## config.mk

```make
export PLATFORM = sky130hd
export DESIGN_NAME = ted_tx_desc_engine
export DESIGN_NICKNAME = d
export VERILOG_FILES = /design/src/hdl/ted_pkg.sv /design/src/hdl/ted_arb.sv /design/src/hdl/ted_regs.sv /design/src/hdl/ted_tx_desc_engine.sv
export SDC_FILE = /design/constraint.sdc
export NUM_CORES = 1
export LEC_CHECK = 0
export BUFFER_PORTS_ARGS = -buffer_cell sky130_fd_sc_hd__buf_2
export CAP_MARGIN = 20
export CORE_ASPECT_RATIO = 0.75
export CORE_MARGIN = 2
export CORE_UTILIZATION = 30
export CTS_CLUSTER_DIAMETER = 120
export DETAILED_ROUTE_END_ITERATION = 8
export PLACE_DENSITY = 0.53
export SYNTH_ARGS = -nofsm -noshare
export SYNTH_HDL_FRONTEND = slang
export SYNTH_SLANG_ARGS = --single-unit
```

## constraint.sdc

```tcl
create_clock -name i_ref_clk -period 5.87 [get_ports i_ref_clk]
set_input_delay 1.174 -clock i_ref_clk [delete_from_list [all_inputs] [get_ports i_ref_clk]]
set_output_delay 1.174 -clock i_ref_clk [all_outputs]
set_load 0.02 [all_outputs]
```

## src/hdl/ted_pkg.sv

```systemverilog
package ted_pkg;

  // ****************************************************
  // sizes
  // ****************************************************
  localparam int NRING = 4;
  localparam int RING_W = 2;
  localparam int RADDR_W = 8;
  localparam int IDX_W = 16;

  // ****************************************************
  // register offsets (byte addresses)
  // ****************************************************
  localparam logic [7:0] REG_COMMAND_WORD2 = 8'h00;
  localparam logic [7:0] REG_XCTL = 8'h04;
  localparam logic [7:0] REG_IRQ0 = 8'h08;
  localparam logic [7:0] REG_POLL = 8'h0C;
  localparam logic [7:0] REG_RLEN = 8'h10;
  localparam logic [7:0] REG_BASE0 = 8'h20;
  localparam logic [7:0] REG_STEP = 8'h04;

  // ****************************************************
  // register fields and reset values
  // ****************************************************
  localparam int COMMAND_WORD2_APAD_BIT = 6;
  localparam int COMMAND_WORD2_MARKEN_BIT = 9;
  localparam int XCTL_GDIS_BIT = 0;
  localparam int IRQ0_DONE_LSB = 8;
  localparam logic [31:0] COMMAND_WORD2_RST = 32'h0000_0000;
  localparam logic [31:0] XCTL_RST = 32'h0000_0000;
  localparam logic [IDX_W-1:0] RLEN_RST = 16'h0010;
  localparam logic [31:0] BASE_RST = 32'h0000_0000;

  // ****************************************************
  // descriptor layout
  // ****************************************************
  localparam logic [31:0] DESC_W0 = 32'h0000_0000;
  localparam logic [31:0] DESC_W1 = 32'h0000_0004;
  localparam logic [31:0] DESC_W2 = 32'h0000_0008;
  localparam int DESC_SHIFT = 4;
  localparam int D_OWN = 31;
  localparam int D_APPEND = 29;
  localparam int D_MARK = 28;
  localparam int D_HOLD = 26;
  localparam int D_FIRST = 25;
  localparam int D_LAST = 24;
  localparam int D_TCC_LSB = 16;
  localparam logic [1:0] VLAN_KEEP = 2'h0;
  localparam logic [1:0] VLAN_DELETE = 2'h1;
  localparam logic [1:0] VLAN_INSERT = 2'h2;
  localparam logic [1:0] VLAN_REPLACE = 2'h3;

  // ****************************************************
  // types
  // ****************************************************
  typedef enum logic [7:0] {
    ST_IDLE = 8'h01,
    ST_RD0 = 8'h02,
    ST_RD1 = 8'h04,
    ST_RD2 = 8'h08,
    ST_ISSUE = 8'h10,
    ST_WAIT = 8'h20,
    ST_WB = 8'h40,
    ST_WBWAIT = 8'h80
  } ted_state_t;

  typedef struct packed {
    logic [31:0] buf_ptr;
    logic [15:0] byte_count;
    logic [1:0] vlan_tag_command;
    logic [15:0] vlan_tag_info;
    logic first_buffer_flag;
    logic last_buffer_flag;
    logic fcs_enable;
    logic [RING_W-1:0] ring;
  } ted_frame_t;

  typedef struct packed {
    logic we;
    logic [31:0] addr;
    logic [31:0] wdata;
  } ted_mem_t;

  typedef struct packed {
    logic auto_pad_transmit_ctl;
    logic frame_irq_mark_enable;
    logic global_checksum_disable;
    logic [IDX_W-1:0] ring_len;
    logic [NRING-1:0] active;
  } ted_ctl_t;

endpackage

```

## src/hdl/ted_arb.sv

```systemverilog
`timescale 1ns/1ps
module ted_arb (
  input wire logic i_ref_clk, // system clock
  input wire logic i_rst_n, // async reset, active low
  input wire logic [ted_pkg::NRING-1:0] i_req, // rings with work
  input wire logic i_hold, // stay on i_hold_ring
  input wire logic [ted_pkg::RING_W-1:0] i_hold_ring, // ring to keep
  input wire logic i_take, // grant consumed this cycle
  output logic o_valid, // a ring may be served
  output logic [ted_pkg::RING_W-1:0] o_grant // chosen ring
);

  logic [ted_pkg::RING_W-1:0] last_reg;
  logic [ted_pkg::RING_W-1:0] last_next;
  logic [ted_pkg::RING_W-1:0] cand;

  // round robin starting after the last served ring
  always_comb begin
    o_valid = 1'b0;
    o_grant = last_reg;
    cand = last_reg;
    if (i_hold) begin
      o_grant = i_hold_ring;
      o_valid = i_req[i_hold_ring];
    end else begin
      for (int k = ted_pkg::NRING; k >= 1; k--) begin
        cand = last_reg + ted_pkg::RING_W'(k);
        if (i_req[cand]) begin
          o_grant = cand;
          o_valid = 1'b1;
        end
      end
    end
    last_next = (i_take && o_valid) ? o_grant : last_reg;
  end

  always_ff @(posedge i_ref_clk or negedge i_rst_n) begin
    if (!i_rst_n) begin
      last_reg <= '1;
    end else begin
      last_reg <= last_next;
    end
  end

endmodule

```

## src/hdl/ted_regs.sv

```systemverilog
`timescale 1ns/1ps
module ted_regs (
  input wire logic i_ref_clk, // system clock
  input wire logic i_rst_n, // async reset, active low
  input wire logic [7:0] i_addr, // register byte address
  input wire logic [31:0] i_wdata, // write data
  input wire logic i_wr, // write strobe
  input wire logic i_rd, // read strobe
  output logic [31:0] o_rdata, // read data, cycle after i_rd
  input wire logic [ted_pkg::NRING-1:0] i_done_set, // done events
  input wire logic [ted_pkg::NRING-1:0] i_stop, // ring found empty
  output ted_pkg::ted_ctl_t o_ctl, // control to engine
  output logic [ted_pkg::NRING-1:0][31:0] o_base // ring bases
);

  logic [31:0] command_word2_reg, command_word2_next;
  logic [31:0] xctl_reg, xctl_next;
  logic [ted_pkg::NRING-1:0] done_reg, done_next;
  logic [ted_pkg::NRING-1:0] act_reg, act_next;
  logic [ted_pkg::IDX_W-1:0] rlen_reg, rlen_next;
  logic [31:0] rdata_reg, rdata_next;
  logic [ted_pkg::NRING-1:0][31:0] base_reg;

  // ****************************************************
  // ring base registers
  // ****************************************************
  for (genvar r = 0; r < ted_pkg::NRING; r++) begin : g_base
    localparam logic [7:0] OFS = ted_pkg::REG_BASE0 +
      8'(r * ted_pkg::REG_STEP);
    logic [31:0] base_next;
    always_comb begin
      base_next = base_reg[r];
      if (i_wr && i_addr == OFS) begin
        base_next = i_wdata;
      end
    end
    always_ff @(posedge i_ref_clk or negedge i_rst_n) begin
      if (!i_rst_n) begin
        base_reg[r] <= ted_pkg::BASE_RST;
      end else begin
        base_reg[r] <= base_next;
      end
    end
  end

  // ****************************************************
  // control, status and read port
  // ****************************************************
  always_comb begin
    command_word2_next = command_word2_reg;
    xctl_next = xctl_reg;
    rlen_next = rlen_reg;
    done_next = done_reg;
    act_next = act_reg & ~i_stop;
    rdata_next = 32'h0000_0000;
    if (i_wr) begin
      unique case (i_addr)
        ted_pkg::REG_COMMAND_WORD2: command_word2_next = i_wdata;
        ted_pkg::REG_XCTL: xctl_next = i_wdata;
        ted_pkg::REG_RLEN: rlen_next = i_wdata[ted_pkg::IDX_W-1:0];
        ted_pkg::REG_IRQ0: done_next = done_reg &
          ~i_wdata[ted_pkg::IRQ0_DONE_LSB +: ted_pkg::NRING];
        // a poll demand beats a stop arriving in the same cycle
        ted_pkg::REG_POLL: act_next = act_next | i_wdata[ted_pkg::NRING-1:0];
        default: ;
      endcase
    end
    // event set wins over a write-one clear
    done_next = done_next | i_done_set;
    if (i_rd) begin
      unique case (i_addr)
        ted_pkg::REG_COMMAND_WORD2: rdata_next = command_word2_reg;
        ted_pkg::REG_XCTL: rdata_next = xctl_reg;
        ted_pkg::REG_RLEN: rdata_next = {16'h0000, rlen_reg};
        ted_pkg::REG_IRQ0:
          rdata_next[ted_pkg::IRQ0_DONE_LSB +: ted_pkg::NRING] = done_reg;
        ted_pkg::REG_POLL: rdata_next[ted_pkg::NRING-1:0] = act_reg;
        default: begin
          for (int r = 0; r < ted_pkg::NRING; r++) begin
            if (i_addr == ted_pkg::REG_BASE0 + 8'(r * ted_pkg::REG_STEP)) begin
              rdata_next = base_reg[r];
            end
          end
        end
      endcase
    end
  end

  always_ff @(posedge i_ref_clk or negedge i_rst_n) begin
    if (!i_rst_n) begin
      command_word2_reg <= ted_pkg::COMMAND_WORD2_RST;
      xctl_reg <= ted_pkg::XCTL_RST;
      rlen_reg <= ted_pkg::RLEN_RST;
      done_reg <= '0;
      act_reg <= '0;
      rdata_reg <= 32'h0000_0000;
    end else begin
      command_word2_reg <= command_word2_next;
      xctl_reg <= xctl_next;
      rlen_reg <= rlen_next;
      done_reg <= done_next;
      act_reg <= act_next;
      rdata_reg <= rdata_next;
    end
  end

  assign o_rdata = rdata_reg;
  assign o_base = base_reg;
  assign o_ctl.auto_pad_transmit_ctl = command_word2_reg[ted_pkg::COMMAND_WORD2_APAD_BIT];
  assign o_ctl.frame_irq_mark_enable = command_word2_reg[ted_pkg::COMMAND_WORD2_MARKEN_BIT];
  assign o_ctl.global_checksum_disable = xctl_reg[ted_pkg::XCTL_GDIS_BIT];
  assign o_ctl.ring_len = rlen_reg;
  assign o_ctl.active = act_reg;

endmodule

```

## src/hdl/ted_tx_desc_engine.sv

```systemverilog
// Functional notes
// - ownership bit 31: 0 host, 1 controller
// - clear ownership bit after buffer transmitted
// - no descriptor edits after handing ownership
// - append flag set forces checksum generation (ignored here while auto padding is on; global disable decides)
// - append flag clear: global disable decides
// - controller never changes append flag
// - unmarked last descriptor raises no done
// - done only when marked and last buffer
// - mark enable off: mark bit ignored
// - priority hold keeps next frame same ring
// - hold continues while each frame sets it
// - hold clear: normal arbitration picks ring
// - hold ignored without first-buffer flag
// - descriptor is four words, fixed layout
// - last flag ends frame; first+last whole
// - pass two-bit VLAN tag command onward
// - send exact byte count, never alter it
//
// Local design decisions: the address-and-strobe port and the register addresses.
`timescale 1ns/1ps
module ted_tx_desc_engine (
  input wire logic i_ref_clk, // system clock, 250 MHz
  input wire logic i_rst_n, // async reset, active low
  input wire logic [7:0] i_reg_addr, // register byte address
  input wire logic [31:0] i_reg_wdata, // register write data
  input wire logic i_reg_wr, // register write strobe
  input wire logic i_reg_rd, // register read strobe
  output logic [31:0] o_reg_rdata, // read data, next cycle
  output logic o_mem_req, // memory access request, held
  output ted_pkg::ted_mem_t o_mem, // memory access command
  input wire logic i_mem_ack, // access done, one-cycle pulse
  input wire logic [31:0] i_mem_rdata, // read data with i_mem_ack
  output logic o_frame_valid, // buffer command, one-cycle pulse
  output ted_pkg::ted_frame_t o_frame, // buffer command fields
  input wire logic i_frame_done // buffer copied to transmit fifo
);

  // ****************************************************
  // state
  // ****************************************************
  ted_pkg::ted_state_t state_reg, state_next;
  logic [ted_pkg::RING_W-1:0] ring_reg, ring_next;
  logic [ted_pkg::NRING-1:0][ted_pkg::IDX_W-1:0] idx_reg, idx_next;
  logic [31:0] w0_reg, w0_next;
  logic [31:0] w1_reg, w1_next;
  logic in_frame_reg, in_frame_next;
  logic frame_hold_reg, frame_hold_next;
  logic hold_reg, hold_next;
  logic mem_req_reg, mem_req_next;
  ted_pkg::ted_mem_t mem_reg, mem_next;
  logic fvalid_reg, fvalid_next;
  ted_pkg::ted_frame_t frame_reg, frame_next;
  logic [ted_pkg::NRING-1:0] done_set_reg, done_set_next;
  logic [ted_pkg::NRING-1:0] stop_reg, stop_next;

  ted_pkg::ted_ctl_t ctl;
  logic [ted_pkg::NRING-1:0][31:0] base;
  logic arb_valid;
  logic [ted_pkg::RING_W-1:0] arb_grant;
  logic arb_take;
  logic [31:0] desc_addr;
  logic [ted_pkg::IDX_W-1:0] idx_cur;
  logic [ted_pkg::IDX_W-1:0] idx_adv;
  logic fcs_on;
  logic raise_done;

  // ****************************************************
  // registers and ring arbiter
  // ****************************************************
  ted_regs u_regs (
    .i_ref_clk(i_ref_clk),
    .i_rst_n(i_rst_n),
    .i_addr(i_reg_addr),
    .i_wdata(i_reg_wdata),
    .i_wr(i_reg_wr),
    .i_rd(i_reg_rd),
    .o_rdata(o_reg_rdata),
    .i_done_set(done_set_reg),
    .i_stop(stop_reg),
    .o_ctl(ctl),
    .o_base(base)
  );

  // mid-frame the ring is pinned so chained buffers stay together
  ted_arb u_arb (
    .i_ref_clk(i_ref_clk),
    .i_rst_n(i_rst_n),
    .i_req(ctl.active & ~stop_reg),
    .i_hold(hold_reg | in_frame_reg),
    .i_hold_ring(ring_reg),
    .i_take(arb_take),
    .o_valid(arb_valid),
    .o_grant(arb_grant)
  );

  // ****************************************************
  // helpers
  // ****************************************************
  always_comb begin
    arb_take = (state_reg == ted_pkg::ST_IDLE) && !mem_req_reg;
    idx_cur = idx_reg[ring_reg];
    // wrap at the programmed ring length
    if (idx_cur + 16'h0001 >= ctl.ring_len) begin
      idx_adv = 16'h0000;
    end else begin
      idx_adv = idx_cur + 16'h0001;
    end
    desc_addr = base[arb_grant] +
      32'({idx_reg[arb_grant], 4'h0});
    // auto padding owns the checksum decision, so the flag is ignored
    if (ctl.auto_pad_transmit_ctl) begin
      fcs_on = !ctl.global_checksum_disable;
    end else if (w0_reg[ted_pkg::D_APPEND]) begin
      fcs_on = 1'b1;
    end else begin
      fcs_on = !ctl.global_checksum_disable;
    end
    // mark only matters when enabled and on the last buffer
    raise_done = w0_reg[ted_pkg::D_LAST] &&
      (!ctl.frame_irq_mark_enable ||
       w0_reg[ted_pkg::D_MARK]);
  end

  // ****************************************************
  // descriptor walk
  // ****************************************************
  always_comb begin
    state_next = state_reg;
    ring_next = ring_reg;
    idx_next = idx_reg;
    w0_next = w0_reg;
    w1_next = w1_reg;
    in_frame_next = in_frame_reg;
    frame_hold_next = frame_hold_reg;
    hold_next = hold_reg;
    mem_req_next = mem_req_reg;
    mem_next = mem_reg;
    fvalid_next = 1'b0;
    frame_next = frame_reg;
    done_set_next = '0;
    stop_next = '0;
    unique case (state_reg)
      ted_pkg::ST_IDLE: begin
        if (arb_take && arb_valid) begin
          ring_next = arb_grant;
          mem_req_next = 1'b1;
          mem_next.we = 1'b0;
          mem_next.addr = desc_addr + ted_pkg::DESC_W0;
          state_next = ted_pkg::ST_RD0;
        end
      end
      ted_pkg::ST_RD0: begin
        if (i_mem_ack) begin
          w0_next = i_mem_rdata;
          if (!i_mem_rdata[ted_pkg::D_OWN]) begin
            // host still owns it: park the ring until a poll demand
            mem_req_next = 1'b0;
            stop_next[ring_reg] = 1'b1;
            state_next = ted_pkg::ST_IDLE;
          end else if (!in_frame_reg &&
                       !i_mem_rdata[ted_pkg::D_FIRST]) begin
            // owned but not a frame start: step over, leave untouched
            mem_req_next = 1'b0;
            idx_next[ring_reg] = idx_adv;
            state_next = ted_pkg::ST_IDLE;
          end else begin
            if (!in_frame_reg) begin
              frame_hold_next = i_mem_rdata[ted_pkg::D_HOLD];
            end
            mem_next.addr = mem_reg.addr - ted_pkg::DESC_W0 +
              ted_pkg::DESC_W1;
            state_next = ted_pkg::ST_RD1;
          end
        end
      end
      ted_pkg::ST_RD1: begin
        if (i_mem_ack) begin
          w1_next = i_mem_rdata;
          mem_next.addr = mem_reg.addr - ted_pkg::DESC_W1 +
            ted_pkg::DESC_W2;
          state_next = ted_pkg::ST_RD2;
        end
      end
      ted_pkg::ST_RD2: begin
        if (i_mem_ack) begin
          mem_req_next = 1'b0;
          frame_next.buf_ptr = i_mem_rdata;
          frame_next.byte_count = w0_reg[15:0];
          frame_next.vlan_tag_command =
            w1_reg[ted_pkg::D_TCC_LSB +: 2];
          frame_next.vlan_tag_info = w1_reg[15:0];
          frame_next.first_buffer_flag = w0_reg[ted_pkg::D_FIRST];
          frame_next.last_buffer_flag = w0_reg[ted_pkg::D_LAST];
          frame_next.ring = ring_reg;
          state_next = ted_pkg::ST_ISSUE;
        end
      end
      ted_pkg::ST_ISSUE: begin
        // checksum settings are sampled here for each buffer, so a write mid-frame reaches the later buffers
        frame_next.fcs_enable = fcs_on;
        fvalid_next = 1'b1;
        state_next = ted_pkg::ST_WAIT;
      end
      ted_pkg::ST_WAIT: begin
        if (i_frame_done) begin
          // write back word 0 with only ownership dropped
          mem_req_next = 1'b1;
          mem_next.we = 1'b1;
          mem_next.addr = mem_reg.addr - ted_pkg::DESC_W2 +
            ted_pkg::DESC_W0;
          mem_next.wdata = w0_reg &
            ~(32'h0000_0001 << ted_pkg::D_OWN);
          state_next = ted_pkg::ST_WB;
        end
      end
      ted_pkg::ST_WB: begin
        if (i_mem_ack) begin
          mem_req_next = 1'b0;
          mem_next.we = 1'b0;
          idx_next[ring_reg] = idx_adv;
          if (w0_reg[ted_pkg::D_LAST]) begin
            in_frame_next = 1'b0;
            hold_next = frame_hold_reg;
            done_set_next[ring_reg] = raise_done;
          end else begin
            in_frame_next = 1'b1;
          end
          state_next = ted_pkg::ST_WBWAIT;
        end
      end
      ted_pkg::ST_WBWAIT: begin
        // one idle cycle lets the index and hold updates settle
        state_next = ted_pkg::ST_IDLE;
      end
    endcase
  end

  always_ff @(posedge i_ref_clk or negedge i_rst_n) begin
    if (!i_rst_n) begin
      state_reg <= ted_pkg::ST_IDLE;
      ring_reg <= '0;
      idx_reg <= '0;
      w0_reg <= 32'h0000_0000;
      w1_reg <= 32'h0000_0000;
      in_frame_reg <= 1'b0;
      frame_hold_reg <= 1'b0;
      hold_reg <= 1'b0;
      mem_req_reg <= 1'b0;
      mem_reg <= '0;
      fvalid_reg <= 1'b0;
      frame_reg <= '0;
      done_set_reg <= '0;
      stop_reg <= '0;
    end else begin
      state_reg <= state_next;
      ring_reg <= ring_next;
      idx_reg <= idx_next;
      w0_reg <= w0_next;
      w1_reg <= w1_next;
      in_frame_reg <= in_frame_next;
      frame_hold_reg <= frame_hold_next;
      hold_reg <= hold_next;
      mem_req_reg <= mem_req_next;
      mem_reg <= mem_next;
      fvalid_reg <= fvalid_next;
      frame_reg <= frame_next;
      done_set_reg <= done_set_next;
      stop_reg <= stop_next;
    end
  end

  assign o_mem_req = mem_req_reg;
  assign o_mem = mem_reg;
  assign o_frame_valid = fvalid_reg;
  assign o_frame = frame_reg;

endmodule

```

-- After elaboration in Yosys (flattened, before gate mapping)
Index checks and enable logic that the tools add are counted.
- output and inout bits: 170
- register bits: 521
- input port bits: 78
- logic and storage cells: 212
- bitwise operators: 10
- $add $sub $neg: 9
- magnitude comparators: 8
- multiplexer cells: 83
- reductions and logical operators: 38
- eq/ne operators: 27
- operators with widths (operator ; number):
    $mux 32 ; 10
    $mux 64 ; 4
    $pmux 32 s4 ; 1
    $pmux 64 s2 ; 1
    $pmux 20 s4 ; 1
    $mux 65 ; 1
    $bmux 16 s2 ; 2
    $bmux 32 s2 ; 1
    $bwmux 64 ; 1
    $mux 16 ; 4
    $pmux 8 s8 ; 1
    $mux 8 ; 6
    $eq 8x6->1 const B ; 5
    $mux 4 ; 10
    $pmux 4 s5 ; 2
    $mux 33 ; 1
    $add 32x20->32 ; 1
    $add 32x3->32 const B ; 1
    $add 32x4->32 const B ; 1
    $demux 16 s2 ; 1
    $sub 32x3->32 const B ; 1
    $sub 32x4->32 const B ; 1
    $eq 8x4->1 const B ; 3
    $mux 1 ; 21
    other kinds (41) ; 94

-- Longest topological paths before layout
Gate-level depths: netlist of the first run.
- depth after elaboration: 13
- gate-level depth with buffers: 22
- gate-level depth less buffers: 19

-- By module
Synthesis of the first run repeated with hierarchy kept, for this count alone.
- cell total of the unflattened synthesis: 2352
- area total of the unflattened synthesis: 26207.6 um^2
- by module, submodules not included (module ; instances ; cells an instance ; sequential area each (um^2) ; area each (um^2)):
    ted_tx_desc_engine ; 1 ; 1554 ; 6782.8 ; 14986.9
    ted_regs ; 1 ; 768 ; 6207.2 ; 10966.8
    ted_arb ; 1 ; 30 ; 52.6 ; 254.0

-- Worst setup path before layout of the first run
Ideal clock, no wire load.
- path type: register to register
- start point: register in_frame_reg
- end point: register mem_reg, in the netlist o_mem[58]
- slack: 901 ps
- data required time: 5729 ps
- path buffers: 5
- data arrival time: 4828 ps
- clock period less this slack: 4969 ps
- library setup time: 141 ps
- cell stages (with the launch flop): 20
- cell sequence: dfrtp_1 > nor2_1 > a31o_2 > clkbuf_1 > buf_2 > buf_2 > clkbuf_1 > clkbuf_1 > a31oi_1 > ha_1 > fa_1 > a21o_1 > a21oi_1 > o21ai_0 > a41oi_1 > a2bb2oi_1 > a21oi_1 > and4_1 > o21ai_0 > a31oi_1
- longest elaborated chain between the ends: 7
- elaborated cells on any way between the ends: 16
- those cells by class: add/sub: 1; eq/ne: 2; mux: 8; bitwise: 1; reduce/logical: 4
- ends and longest elaborated chain (item ; line ; text):
    start: declaration ; ted_tx_desc_engine.sv:47 ; logic in_frame_reg, in_frame_next;
    start signal: assignment ; ted_tx_desc_engine.sv:261 ; in_frame_reg <= in_frame_next;
    $or 1x1->1 ; ted_tx_desc_engine.sv:90 ; .i_hold(hold_reg | in_frame_reg),
    $mux 2 ; ted_arb.sv:22 ; if (i_hold) begin
    $bmux 32 s2 / $bmux 16 s2 (equally long branches) ; ted_tx_desc_engine.sv:109, ted_tx_desc_engine.sv:110 ;
    $mux 32 (implied by the code) / $mux 16 (equally long branches) ; ted_tx_desc_engine.sv:109, ted_tx_desc_engine.sv:110 ;
    $add 32x20->32 ; ted_tx_desc_engine.sv:109 ; desc_addr = base[arb_grant] +
    $mux 33 ; ted_tx_desc_engine.sv:145 ; if (arb_take && arb_valid) begin
    $pmux 32 s4 ; ted_tx_desc_engine.sv:143 ; unique case (state_reg)
    end signal: assignment ; ted_tx_desc_engine.sv:265 ; mem_reg <= mem_next;
    end: declaration ; ted_tx_desc_engine.sv:51 ; ted_pkg::ted_mem_t mem_reg, mem_next;
Parallel ways exist; a longest one is shown, timed or not. The select of a mux whose other input is x is not followed.
A chain may end at the register's enable or synchronous reset.

-- Worst setup path in the final report of the first run
- start point: register stop_reg[3] (netlist name)
- end point: register mem_reg, in the netlist o_mem[60]
- longest elaborated chain between the ends: 13
- elaborated cells on any way between the ends: 31
- those cells by class: add/sub: 1; eq/ne: 1; mux: 25; bitwise: 2; reduce/logical: 2
- ends and longest elaborated chain (item ; line ; text):
    start: declaration ; ted_tx_desc_engine.sv:55 ; logic [ted_pkg::NRING-1:0] stop_reg, stop_next;
    start signal: assignment ; ted_tx_desc_engine.sv:269 ; stop_reg <= stop_next;
    $not 4->4 * ; ted_tx_desc_engine.sv:89 ; .i_req(ctl.active & ~stop_reg),
    $and 4x4->4 * ; ted_tx_desc_engine.sv:89 ;
    $bmux 1 s2 ; ted_arb.sv:28 ; if (i_req[cand]) begin
    $mux 1 (implied by the code) ; ted_arb.sv:28 ;
    $mux 2 (3 in a row) ; ted_arb.sv:28 ;
    $mux 2 ; ted_arb.sv:22 ;
    $bmux 32 s2 / $bmux 16 s2 (equally long branches) ; ted_tx_desc_engine.sv:109, ted_tx_desc_engine.sv:110 ;
    $mux 32 (implied by the code) / $mux 16 (equally long branches) ; ted_tx_desc_engine.sv:109, ted_tx_desc_engine.sv:110 ;
    $add 32x20->32 ; ted_tx_desc_engine.sv:109 ;
    $mux 33 ; ted_tx_desc_engine.sv:145 ;
    $pmux 32 s4 ; ted_tx_desc_engine.sv:143 ;
Every way passes the cells marked *; elsewhere a longest branch is shown, timed or not. The select of a mux whose other input is x is not followed.

==> report_table.html, run 1 <==
<table>
<tr><th>Metric</th><th>Value</th></tr>
<tr><th colspan="2">Logic synthesis</th></tr>
<tr><td>Area leader, netlist</td><td>sky130_fd_sc_hd__dfrtp_1</td></tr>
<tr><td>Post-synth net total</td><td>2682</td></tr>
<tr><td>Synth top cells by count</td><td>sky130_fd_sc_hd__nand2_1, sky130_fd_sc_hd__dfrtp_1, sky130_fd_sc_hd__mux2_2</td></tr>
<tr><td>Number of warnings reported in the yosys synthesis log</td><td>0</td></tr>
<tr><td>Syn Inst Count</td><td>2567</td></tr>
<tr><td>Post-synth EDFFs</td><td>0</td></tr>
<tr><td>Number of library cell types mapped by synthesis</td><td>70</td></tr>
<tr><td>Post-synth ARST share</td><td>100.0%</td></tr>
<tr><td>Leading post-synthesis cells by cell area</td><td>sky130_fd_sc_hd__dfrtp_1, sky130_fd_sc_hd__mux2_2, sky130_fd_sc_hd__nand2_1, sky130_fd_sc_hd__o21ai_0, sky130_fd_sc_hd__clkbuf_1</td></tr>
<tr><td>Most used flip-flop cell after synthesis</td><td>sky130_fd_sc_hd__dfrtp_1</td></tr>
<tr><td>Total standard cell area after synthesis</td><td>25580 um^2</td></tr>
<tr><td>Mean area per synthesized cell</td><td>9.963 um^2</td></tr>
<tr><td>Proportion of netlist area held by the largest area contributor</td><td>50.58%</td></tr>
<tr><td>FF+latch count, synth</td><td>~520</td></tr>
<tr><td>Library cell with the highest instance count after synthesis</td><td>sky130_fd_sc_hd__nand2_1</td></tr>
<tr><td>Proportion of synthesized chip area in sequential cells</td><td>between 50% and 60%</td></tr>
<tr><th colspan="2">Route</th></tr>
<tr><td>Remaining DRCs</td><td>0</td></tr>
<tr><td>Highest routed metal layer</td><td>met5</td></tr>
<tr><td>Avg Vias per Cell</td><td>just over 5</td></tr>
<tr><td>Drt initial violations</td><td>1690</td></tr>
<tr><td>Detailed-routed wire length on met2</td><td>35.97 mm</td></tr>
<tr><td>Routed wire length</td><td>83.05 mm</td></tr>
<tr><td>Wire length per cell</td><td>21.03 um</td></tr>
<tr><td>Antenna violation net count after detailed routing</td><td>0</td></tr>
<tr><td>Drt first pass iters</td><td>6</td></tr>
<tr><td>Wire length on met1</td><td>39.52 mm</td></tr>
<tr><td>Routed via count</td><td>between 20000 and 25000</td></tr>
<tr><td>Met3 Wirelength</td><td>5.514 mm</td></tr>
<tr><th colspan="2">Cells and area</th></tr>
<tr><td>Post-route design area</td><td>30290 um^2</td></tr>
<tr><td>Fraction of final layout cells sized beyond drive strength 1</td><td>roughly a quarter</td></tr>
<tr><td>Sequential cell area</td><td>about 13000 um^2</td></tr>
<tr><td>Total area of multi-input combinational cells</td><td>11840 um^2</td></tr>
<tr><td>Largest register FFs</td><td>128</td></tr>
<tr><td>Signed area change from the synthesized netlist to the final layout</td><td>18.43%</td></tr>
<tr><td># nets final</td><td>about 2900</td></tr>
<tr><td>Final cell count without fillers</td><td>between 3000 and 4000</td></tr>
<tr><td>Number of inserted filler cells in the final layout</td><td>8572</td></tr>
<tr><th colspan="2">Placed design</th></tr>
<tr><td>I/O Buffers</td><td>about 250</td></tr>
<tr><td>Final HPWL DP</td><td>56.77 mm</td></tr>
<tr><td>Area after DPL</td><td>28110 um^2</td></tr>
<tr><td>Routability Congestion</td><td>0.8414</td></tr>
<tr><td>Dpl cells</td><td>about 3800</td></tr>
<tr><th colspan="2">STA</th></tr>
<tr><td>Minimum clock period</td><td>5.320 ns</td></tr>
<tr><td>Skew final</td><td>a little under 0.02 ns</td></tr>
<tr><td>Endpoints failing setup</td><td>0</td></tr>
<tr><td>Slew of the pin with the lowest slew margin</td><td>1.100 ns</td></tr>
<tr><td>Max-slew violation count</td><td>0</td></tr>
<tr><td>Portion of the clock cycle consumed by the worst path in the final layout</td><td>90.63%</td></tr>
<tr><td>Total count of hold-check failures in the final report</td><td>0</td></tr>
<tr><td>Worst slew margin relative to its limit</td><td>26.37%</td></tr>
<tr><td>Maximum achievable frequency</td><td>188.0 MHz</td></tr>
<tr><td>Sum of negative setup slack</td><td>0 ns</td></tr>
<tr><td>Setup repair after global routing missed its margin</td><td>no</td></tr>
<tr><th colspan="2">Die</th></tr>
<tr><td>Initial Util</td><td>30.35%</td></tr>
<tr><td>Overall die height</td><td>256.9 um</td></tr>
<tr><td>Die W</td><td>341.2 um</td></tr>
<tr><td>Number of top-level design ports</td><td>between 200 and 250</td></tr>
<tr><td>Die outline area</td><td>87630 um^2</td></tr>
<tr><td>Number of cell rows</td><td>92</td></tr>
<tr><td>Std-Cell Core Area</td><td>84260 um^2</td></tr>
<tr><th colspan="2">Critical path</th></tr>
<tr><td>Minimum setup slack among reg-to-reg paths</td><td>around 0.55 ns</td></tr>
<tr><td>Highest cell delay on the worst timing path</td><td>0.52 ns</td></tr>
<tr><td>Worst setup SP type</td><td>flip-flop</td></tr>
<tr><td>Register-to-Register Path Depth</td><td>20</td></tr>
<tr><td>End of the worst register-to-register path</td><td>o_mem[60]</td></tr>
<tr><td>Launch point of the worst reg-to-reg path</td><td>stop_reg[3]</td></tr>
<tr><td>CP Class</td><td>reg -&gt; reg</td></tr>
<tr><td>Beginning of the critical path</td><td>stop_reg[3]</td></tr>
<tr><td>CP max-delay cell</td><td>sky130_fd_sc_hd__a41oi_1</td></tr>
<tr><td>Largest fanout on the critical path</td><td>21</td></tr>
<tr><td>Cell mode on critical path</td><td>sky130_fd_sc_hd__nand2_1</td></tr>
<tr><td>CP Data Arrival Time</td><td>5.85 ns</td></tr>
<tr><td>List of cells traversed by the critical path</td><td>nand2b_1 &gt; a21boi_0 &gt; o311ai_1 &gt; nand2_2 &gt; buf_4 &gt; nand2_1 &gt; nand2_1 &gt; nor2_1 &gt; a31oi_1 &gt; ha_1 &gt; fa_1 &gt; a21o_1 &gt; a21oi_1 &gt; o21ai_0 &gt; a41oi_1 &gt; a2bb2oi_1 &gt; a21oi_1 &gt; and4_1 &gt; mux2i_1 &gt; nand2_1</td></tr>
<tr><td>Critical Path Sink Type</td><td>flip-flop</td></tr>
<tr><td>Required time of the worst setup path</td><td>6.40 ns</td></tr>
<tr><td>Cell family contributing the most delay on the critical path</td><td>compound AO/OA/AOI/OAI gates</td></tr>
<tr><td>Buffers plus inverters on the worst setup path</td><td>1</td></tr>
<tr><th colspan="2">Clocking</th></tr>
<tr><td>Total clock buffers created by CTS</td><td>56</td></tr>
<tr><td>Maximum clock path buffer count</td><td>3</td></tr>
<tr><td>Clock tree from TritonCTS</td><td>built</td></tr>
<tr><td>Setup Fix Bufs, Post-CTS</td><td>0</td></tr>
<tr><td>Clock-pin transition on the worst setup and hold timing paths</td><td>~0.07 ns</td></tr>
<tr><td>Post_cts resized</td><td>0</td></tr>
<tr><td>Number of buffers inserted for hold repair after clock tree synthesis</td><td>0</td></tr>
<tr><td>Number of sinks driven by the clock tree</td><td>approximately 520</td></tr>
<tr><td>Clock Latency Late Sink</td><td>approximately 0.64 ns</td></tr>
<tr><td>CTS H-tree depth</td><td>2</td></tr>
<tr><td>Clock root buffer master</td><td>sky130_fd_sc_hd__clkbuf_16</td></tr>
<tr><th colspan="2">Hold path</th></tr>
<tr><td>Min-Delay Path Class</td><td>reg -&gt; reg</td></tr>
<tr><td>Sink of the worst hold path</td><td>u_regs.done_reg[2]</td></tr>
<tr><td>Depth of the worst hold-timing path</td><td>1</td></tr>
<tr><td>Start point of the worst min-delay path</td><td>done_set_reg[2]</td></tr>
<tr><th colspan="2">Job</th></tr>
<tr><td>Max_cap viols</td><td>0</td></tr>
<tr><th colspan="2">Power and ir drop</th></tr>
<tr><td>Maximum VDD drop</td><td>0.2763 mV</td></tr>
<tr><td>Tot Pwr</td><td>~0.015 W</td></tr>
<tr><td>Static leakage</td><td>between 10 and 15 nW</td></tr>
<tr><td>Power density normalized to cell area</td><td>between 400 and 500 nW/um^2</td></tr>
<tr><th colspan="2">Global route</th></tr>
<tr><td>Antenna violations before repair</td><td>6</td></tr>
<tr><td>Largest net degree at the start of global routing</td><td>121</td></tr>
<tr><td>Aggregate global-route resource usage</td><td>18.70%</td></tr>
<tr><td>Number of global-route vias before repair</td><td>19640</td></tr>
<tr><td>Wire length of the first global-routing pass</td><td>roughly 130 mm</td></tr>
<tr><td>GR Overflow Total</td><td>0</td></tr>
<tr><th colspan="2">Run status</th></tr>
<tr><td>Run status</td><td>finished, final reports clean</td></tr>
</table>
==> worst reg2reg max path: cells and delay by family (launching register included) <==
family          cells  cell delay (ns)
flops               1             0.37
mux                 1             0.16
buf+inv             1             0.38
simple gates        7             1.23
compound gates      9             2.39
fa+ha+maj           2             0.69
==> worst max-delay path by stage <==
stage	cells past startpoint	end	slack, ns
3_5_place_dp	20	o_mem[60]	0.68
6_report	20	o_mem[60]	0.55
4_1_cts	20	o_mem[60]	0.63
5_1_grt	20	o_mem[58]	0.17
2_1_floorplan	19	o_mem[58]	0.90
3_3_place_gp	20	o_mem[60]	0.86
==> power breakdown <==
group / leakage [nW] / switching, W / internal (W)
clock network: 1.03 / 0.00161 / 0.00244
logic: 6.56 / 0.00389 / 0.00204
registers: 7.06 / 0.000533 / 0.00415
total: 14.7 / 0.00604 / 0.00863
==> placed cells by master (no fill, tap or decap), types with 8 or more instances in the layout <==
master,netlist,routed
sky130_fd_sc_hd__a21o_1,18,18
sky130_fd_sc_hd__a21oi_1,67,67
sky130_fd_sc_hd__a221oi_1,18,18
sky130_fd_sc_hd__a222oi_1,11,11
sky130_fd_sc_hd__a22oi_1,55,55
sky130_fd_sc_hd__a31oi_1,69,69
sky130_fd_sc_hd__and2_1,12,10
sky130_fd_sc_hd__and3_1,21,21
sky130_fd_sc_hd__and4_1,8,8
sky130_fd_sc_hd__buf_2,3,245
sky130_fd_sc_hd__buf_4,1,43
sky130_fd_sc_hd__bufinv_16,0,11
sky130_fd_sc_hd__clkbuf_16,0,56
sky130_fd_sc_hd__clkbuf_8,0,15
sky130_fd_sc_hd__clkinv_2,0,9
sky130_fd_sc_hd__dfrtp_1,517,517
sky130_fd_sc_hd__ha_1,36,36
sky130_fd_sc_hd__inv_1,47,46
sky130_fd_sc_hd__mux2_2,256,256
sky130_fd_sc_hd__mux2i_1,40,40
sky130_fd_sc_hd__mux4_2,19,19
sky130_fd_sc_hd__nand2_1,655,648
sky130_fd_sc_hd__nand2b_1,23,23
sky130_fd_sc_hd__nand3_1,40,39
sky130_fd_sc_hd__nand4_1,13,13
sky130_fd_sc_hd__nor2_1,117,116
sky130_fd_sc_hd__nor2b_1,11,11
sky130_fd_sc_hd__nor3_1,25,25
sky130_fd_sc_hd__nor4_1,13,13
sky130_fd_sc_hd__o21ai_0,149,149
sky130_fd_sc_hd__o221ai_1,9,8
sky130_fd_sc_hd__o22ai_1,12,12
sky130_fd_sc_hd__o31ai_1,15,15
sky130_fd_sc_hd__or3_1,9,9
sky130_fd_sc_hd__xnor2_1,25,25
sky130_fd_sc_hd__xor2_1,15,15
==> logic make-up after synthesis <==
group / synth area share [%]
xor+xnor: 1.370
other cells: 0.01466
flops: 51.00
mux: 14.51
compound gates: 11.93
fa+ha+maj: 1.839
simple gates: 16.40
buf+inv: 2.940
==> final cells by class <==
class                   instances  area share [%]
well taps                    1128           4.659
flip-flops and latches        521           43.06
clock inverters                30           1.599
repair buffers                296           5.626
multi-input cells            1848           39.08
inverters                      47          0.5824
diodes                          3         0.02478
clock buffers                  76           5.370
==> metrics by stage <==
step / setup slack, ns / hold WS (ns) / utilization [%]
after floorplan: 0.9007 / 0.4044 / -
after global placement: 0.8648 / 0.4226 / 33.36
after detailed placement: 0.6775 / 0.4345 / 33.36
after CTS: 0.6289 / 0.4446 / 35.87
after global routing: 0.1747 / 0.4425 / 35.95
final: 0.5500 / 0.4371 / 35.95
==> metal layers <==
| metal | global-route usage (%) | vias up |
|---|---|---|
| met5 | 0 | - |
| met4 | 5.078 | 6 |
| li1 | - | 9449 |
| met3 | 4.048 | 118 |
| met2 | 27.64 | 578 |
| met1 | 27.46 | 10140 |
Power figures use the tool's default switching activity.
==> run 2: changes to the inputs <==
--- a/config.mk
+++ b/config.mk
@@ -12,7 +12,9 @@
 export CORE_UTILIZATION = 30
 export CTS_CLUSTER_DIAMETER = 120
 export DETAILED_ROUTE_END_ITERATION = 8
+export GPL_TIMING_DRIVEN = 0
 export PLACE_DENSITY = 0.53
 export SYNTH_ARGS = -nofsm -noshare
 export SYNTH_HDL_FRONTEND = slang
+export SYNTH_HIERARCHICAL = 1
 export SYNTH_SLANG_ARGS = --single-unit
==> constraint.sdc (replaced) <==
create_clock -name i_ref_clk -period 6.2 [get_ports i_ref_clk]
set_input_delay 1.24 -clock i_ref_clk [delete_from_list [all_inputs] [get_ports i_ref_clk]]
set_output_delay 1.24 -clock i_ref_clk [all_outputs]
set_load 0.02 [all_outputs]
==> report_table.html, run 2 <==
<table>
<tr><th>Metric</th><th>Value</th></tr>
<tr><th colspan="2">Global route</th></tr>
<tr><td>Largest net degree at the start of global routing</td><td>112</td></tr>
<tr><td>GR Overflow Total</td><td>0</td></tr>
<tr><td>Wire length of the first global-routing pass</td><td>129.9 mm</td></tr>
<tr><td>Number of global-route vias before repair</td><td>19620</td></tr>
<tr><td>Aggregate global-route resource usage</td><td>18.97%</td></tr>
<tr><td>Antenna violations before repair</td><td>9</td></tr>
<tr><th colspan="2">Hold path</th></tr>
<tr><td>Start point of the worst min-delay path</td><td>w1_reg[0]</td></tr>
<tr><td>Min-Delay Path Class</td><td>reg -&gt; reg</td></tr>
<tr><th colspan="2">Cells and area</th></tr>
<tr><td>Highest-count cells in the layout ignoring fill and taps</td><td>sky130_fd_sc_hd__dfrtp_1, sky130_fd_sc_hd__nand2_1, sky130_fd_sc_hd__buf_2, sky130_fd_sc_hd__mux2_2, sky130_fd_sc_hd__o21ai_0</td></tr>
<tr><td>Total area of multi-input combinational cells</td><td>12210 um^2</td></tr>
<tr><td>Number of inserted filler cells in the final layout</td><td>8643</td></tr>
<tr><td># nets final</td><td>around 2800</td></tr>
<tr><td>Fraction of final layout cells sized beyond drive strength 1</td><td>28.58%</td></tr>
<tr><td>Most common cell after layout, fill and taps aside</td><td>sky130_fd_sc_hd__dfrtp_1</td></tr>
<tr><td>Signed area change from the synthesized netlist to the final layout</td><td>17.99%</td></tr>
<tr><td>Sequential cell area</td><td>13040 um^2</td></tr>
<tr><td>Largest register FFs</td><td>128</td></tr>
<tr><td>Final cell count without fillers</td><td>3841</td></tr>
<tr><th colspan="2">Logic synthesis</th></tr>
<tr><td>FF+latch count, synth</td><td>521</td></tr>
<tr><td>Post-synth ARST share</td><td>100.0%</td></tr>
<tr><td>Dominant combinational cell family by area after synthesis</td><td>multiplexers</td></tr>
<tr><td>Proportion of synthesized chip area in sequential cells</td><td>between 40% and 50%</td></tr>
<tr><td>Area leader, netlist</td><td>sky130_fd_sc_hd__dfrtp_1</td></tr>
<tr><td>Leading post-synthesis cells by cell area</td><td>sky130_fd_sc_hd__dfrtp_1, sky130_fd_sc_hd__mux2_2, sky130_fd_sc_hd__nand2_1, sky130_fd_sc_hd__mux4_2, sky130_fd_sc_hd__o21ai_0</td></tr>
<tr><td>Library cell with the highest instance count after synthesis</td><td>sky130_fd_sc_hd__dfrtp_1</td></tr>
<tr><td>Synthesized-area fraction occupied by and/or/nand/nor cells</td><td>12.97%</td></tr>
<tr><td>Synth top cells by count</td><td>sky130_fd_sc_hd__dfrtp_1, sky130_fd_sc_hd__nand2_1, sky130_fd_sc_hd__mux2_2</td></tr>
<tr><td>Number of warnings reported in the yosys synthesis log</td><td>6</td></tr>
<tr><td>Fraction of the mapped netlist area in compound gates</td><td>10.48%</td></tr>
<tr><td>Proportion of synthesized area in mux cells</td><td>19.95%</td></tr>
<tr><td>Post-synth net total</td><td>about 2500</td></tr>
<tr><td>Proportion of netlist area held by the largest area contributor</td><td>49.37%</td></tr>
<tr><td>Adder and majority cell fraction of the synthesized area</td><td>1.795%</td></tr>
<tr><td>Post-synth EDFFs</td><td>0</td></tr>
<tr><td>Most used flip-flop cell after synthesis</td><td>sky130_fd_sc_hd__dfrtp_1</td></tr>
<tr><td>Mean area per synthesized cell</td><td>11.14 um^2</td></tr>
<tr><td>Number of library cell types mapped by synthesis</td><td>100</td></tr>
<tr><td>Syn Inst Count</td><td>2352</td></tr>
<tr><td>Share of the synthesized netlist area taken by xor and xnor gates</td><td>1.337%</td></tr>
<tr><td>Total standard cell area after synthesis</td><td>about 26000 um^2</td></tr>
<tr><th colspan="2">STA</th></tr>
<tr><td>Max-slew violation count</td><td>0</td></tr>
<tr><td>Worst slew margin relative to its limit</td><td>33.69%</td></tr>
<tr><td>Endpoints failing setup</td><td>0</td></tr>
<tr><td>Minimum clock period</td><td>roughly 6 ns</td></tr>
<tr><td>Maximum achievable frequency</td><td>167.4 MHz</td></tr>
<tr><td>Portion of the clock cycle consumed by the worst path in the final layout</td><td>between 90% and 100%</td></tr>
<tr><td>Skew final</td><td>0.02636 ns</td></tr>
<tr><td>Total count of hold-check failures in the final report</td><td>0</td></tr>
<tr><td>Slew of the pin with the lowest slew margin</td><td>~0.99 ns</td></tr>
<tr><td>Setup repair after global routing missed its margin</td><td>no</td></tr>
<tr><th colspan="2">Route</th></tr>
<tr><td>Remaining DRCs</td><td>0</td></tr>
<tr><td>Wire length per cell</td><td>22.35 um</td></tr>
<tr><td>Drt first pass iters</td><td>6</td></tr>
<tr><td>Routed wire length</td><td>85.83 mm</td></tr>
<tr><td>Avg Vias per Cell</td><td>around 5.1</td></tr>
<tr><td>Routed via count</td><td>19780</td></tr>
<tr><td>Antenna violation net count after detailed routing</td><td>0</td></tr>
<tr><td>Drt initial violations</td><td>1765</td></tr>
<tr><th colspan="2">Clocking</th></tr>
<tr><td>Clock-pin transition on the worst setup and hold timing paths</td><td>0.06 ns</td></tr>
<tr><td>Clock root buffer master</td><td>sky130_fd_sc_hd__clkbuf_16</td></tr>
<tr><td>Clock tree from TritonCTS</td><td>built</td></tr>
<tr><td>Number of sinks driven by the clock tree</td><td>521</td></tr>
<tr><td>Total clock buffers created by CTS</td><td>55</td></tr>
<tr><td>CTS H-tree depth</td><td>2</td></tr>
<tr><td>Maximum clock path buffer count</td><td>3</td></tr>
<tr><td>Setup Fix Bufs, Post-CTS</td><td>0</td></tr>
<tr><td>Clock Latency Late Sink</td><td>between 0.6 and 0.7 ns</td></tr>
<tr><th colspan="2">Die</th></tr>
<tr><td>Die outline area</td><td>89760 um^2</td></tr>
<tr><td>Number of cell rows</td><td>93</td></tr>
<tr><td>Number of top-level design ports</td><td>248</td></tr>
<tr><td>Initial Util</td><td>30.39%</td></tr>
<tr><td>Die W</td><td>345.3 um</td></tr>
<tr><td>Overall die height</td><td>260.0 um</td></tr>
<tr><td>Std-Cell Core Area</td><td>86220 um^2</td></tr>
<tr><th colspan="2">Placed design</th></tr>
<tr><td>Final HPWL DP</td><td>62.34 mm</td></tr>
<tr><td>Routability Congestion</td><td>0.8956</td></tr>
<tr><td>I/O Buffers</td><td>243</td></tr>
<tr><td>Dpl cells</td><td>3740</td></tr>
<tr><th colspan="2">Power and ir drop</th></tr>
<tr><td>Tot Pwr</td><td>a little over 0.01 W</td></tr>
<tr><td>Static leakage</td><td>around 15 nW</td></tr>
<tr><td>Power density normalized to cell area</td><td>approximately 340 nW/um^2</td></tr>
<tr><td>Maximum VDD drop</td><td>0.2363 mV</td></tr>
<tr><th colspan="2">Critical path</th></tr>
<tr><td>Launch point of the worst reg-to-reg path</td><td>u_regs/act_reg[2]</td></tr>
<tr><td>CP Class</td><td>reg -&gt; reg</td></tr>
<tr><td>Beginning of the critical path</td><td>u_regs/act_reg[2]</td></tr>
<tr><td>Worst setup SP type</td><td>flip-flop</td></tr>
<tr><td>Largest fanout on the critical path</td><td>19</td></tr>
<tr><td>Critical Path Sink Type</td><td>flip-flop</td></tr>
<tr><td>CP Data Arrival Time</td><td>6.46 ns</td></tr>
<tr><td>Required time of the worst setup path</td><td>6.69 ns</td></tr>
<tr><th colspan="2">Run status</th></tr>
<tr><td>Run status</td><td>finished, final reports clean</td></tr>
<tr><th colspan="2">Job</th></tr>
<tr><td>Max_cap viols</td><td>0</td></tr>
</table>
run 2: final cells by class:
| cell class | count | area share (%) |
|---|---|---|
| flip-flops and latches | 521 | 42.18 |
| multi-input cells | 1623 | 39.48 |
| clock buffers | 82 | 5.232 |
| well taps | 1140 | 4.613 |
| repair buffers | 249 | 4.435 |
| plain buffers | 147 | 2.432 |
| clock inverters | 17 | 0.8942 |
| inverters | 59 | 0.7162 |
| diodes | 3 | 0.02428 |
run 2: layer usage:
metal  global-route usage (%)  vias to the layer above  share of wire [%]
li1                         -                     9037                  -
met1                    28.48                    10030                 48
met2                    28.17                      602                 43
met3                    3.805                       96                6.6
met4                    3.838                       10                1.7
met5                        0                        -              0.079
run 2: cells by family (layout without fill, tap and decap cells):
kind of cell    after synthesis  in the layout
simple gates                734            734
flops                       521            521
compound gates              416            416
mux                         395            395
buf+inv                     208            554
xor+xnor                     40             40
fa+ha+maj                    37             37
other cells                   1              4
run 2: stage by stage:
stage                     worst slack, ns  utilization (%)  hold slack [ns]  TNS (ns)  cell area, um^2
after floorplan                     1.342                -           0.4044         0            26210
after detailed placement          -0.8922            33.63           0.4457    -8.459            29000
after CTS                          0.1543            35.83           0.4638         0            30900
after global routing             0.007012            35.85           0.4813         0            30910
after global placement             -7.555            33.46           0.4426  -3885.92            28850
final                              0.2261            35.86           0.4619         0            30920
run 2: what timing repair did:
item	CTS	global route
setup endpoints to repair	19	7
resized for setup	4	4
hold buffers	0	0
run 2: report_power, final:
part | switching [W] | internal [W] | leakage (nW) | total, W
combinational | 0.00170 | 0.000938 | 6.87 | 0.00264
clock | 0.00145 | 0.00209 | 0.926 | 0.00353
sequential | 0.000353 | 0.00386 | 7.10 | 0.00421
run 2: worst max-delay path: stages, from the launching register on:
cell and delay (ns):
sky130_fd_sc_hd__dfrtp_1 0.38, sky130_fd_sc_hd__nor2b_1 0.31, sky130_fd_sc_hd__or2b_1 0.26, sky130_fd_sc_hd__a21o_1 0.18, sky130_fd_sc_hd__a31oi_1 0.23, sky130_fd_sc_hd__clkbuf_1 0.54
sky130_fd_sc_hd__buf_4 0.48, sky130_fd_sc_hd__clkdlybuf4s15_2 0.62, sky130_fd_sc_hd__mux4_2 0.48, sky130_fd_sc_hd__ha_1 0.25, sky130_fd_sc_hd__inv_1 0.07, sky130_fd_sc_hd__fa_1 0.20
sky130_fd_sc_hd__nor2b_1 0.07, sky130_fd_sc_hd__o2111ai_1 0.21, sky130_fd_sc_hd__a21oi_1 0.12, sky130_fd_sc_hd__o31ai_1 0.50, sky130_fd_sc_hd__a211oi_2 0.21, sky130_fd_sc_hd__o211ai_1 0.22
sky130_fd_sc_hd__xor2_1 0.35, sky130_fd_sc_hd__o211ai_1 0.13
run 2: final timing paths:
path / end / slack [ns] / depth (start not counted)
worst max register to register: o_mem[56] / 0.23 / 19
max in group asynchronous: o_mem[36] / 3.91 / 4
worst max-delay path: o_mem[56] / 0.23 / 19
worst min-delay path: o_frame[5] / 0.46 / 2
worst min register to register: o_frame[5] / 0.46 / 2
min in group asynchronous: u_regs/o_rdata[24] / 0.57 / 1
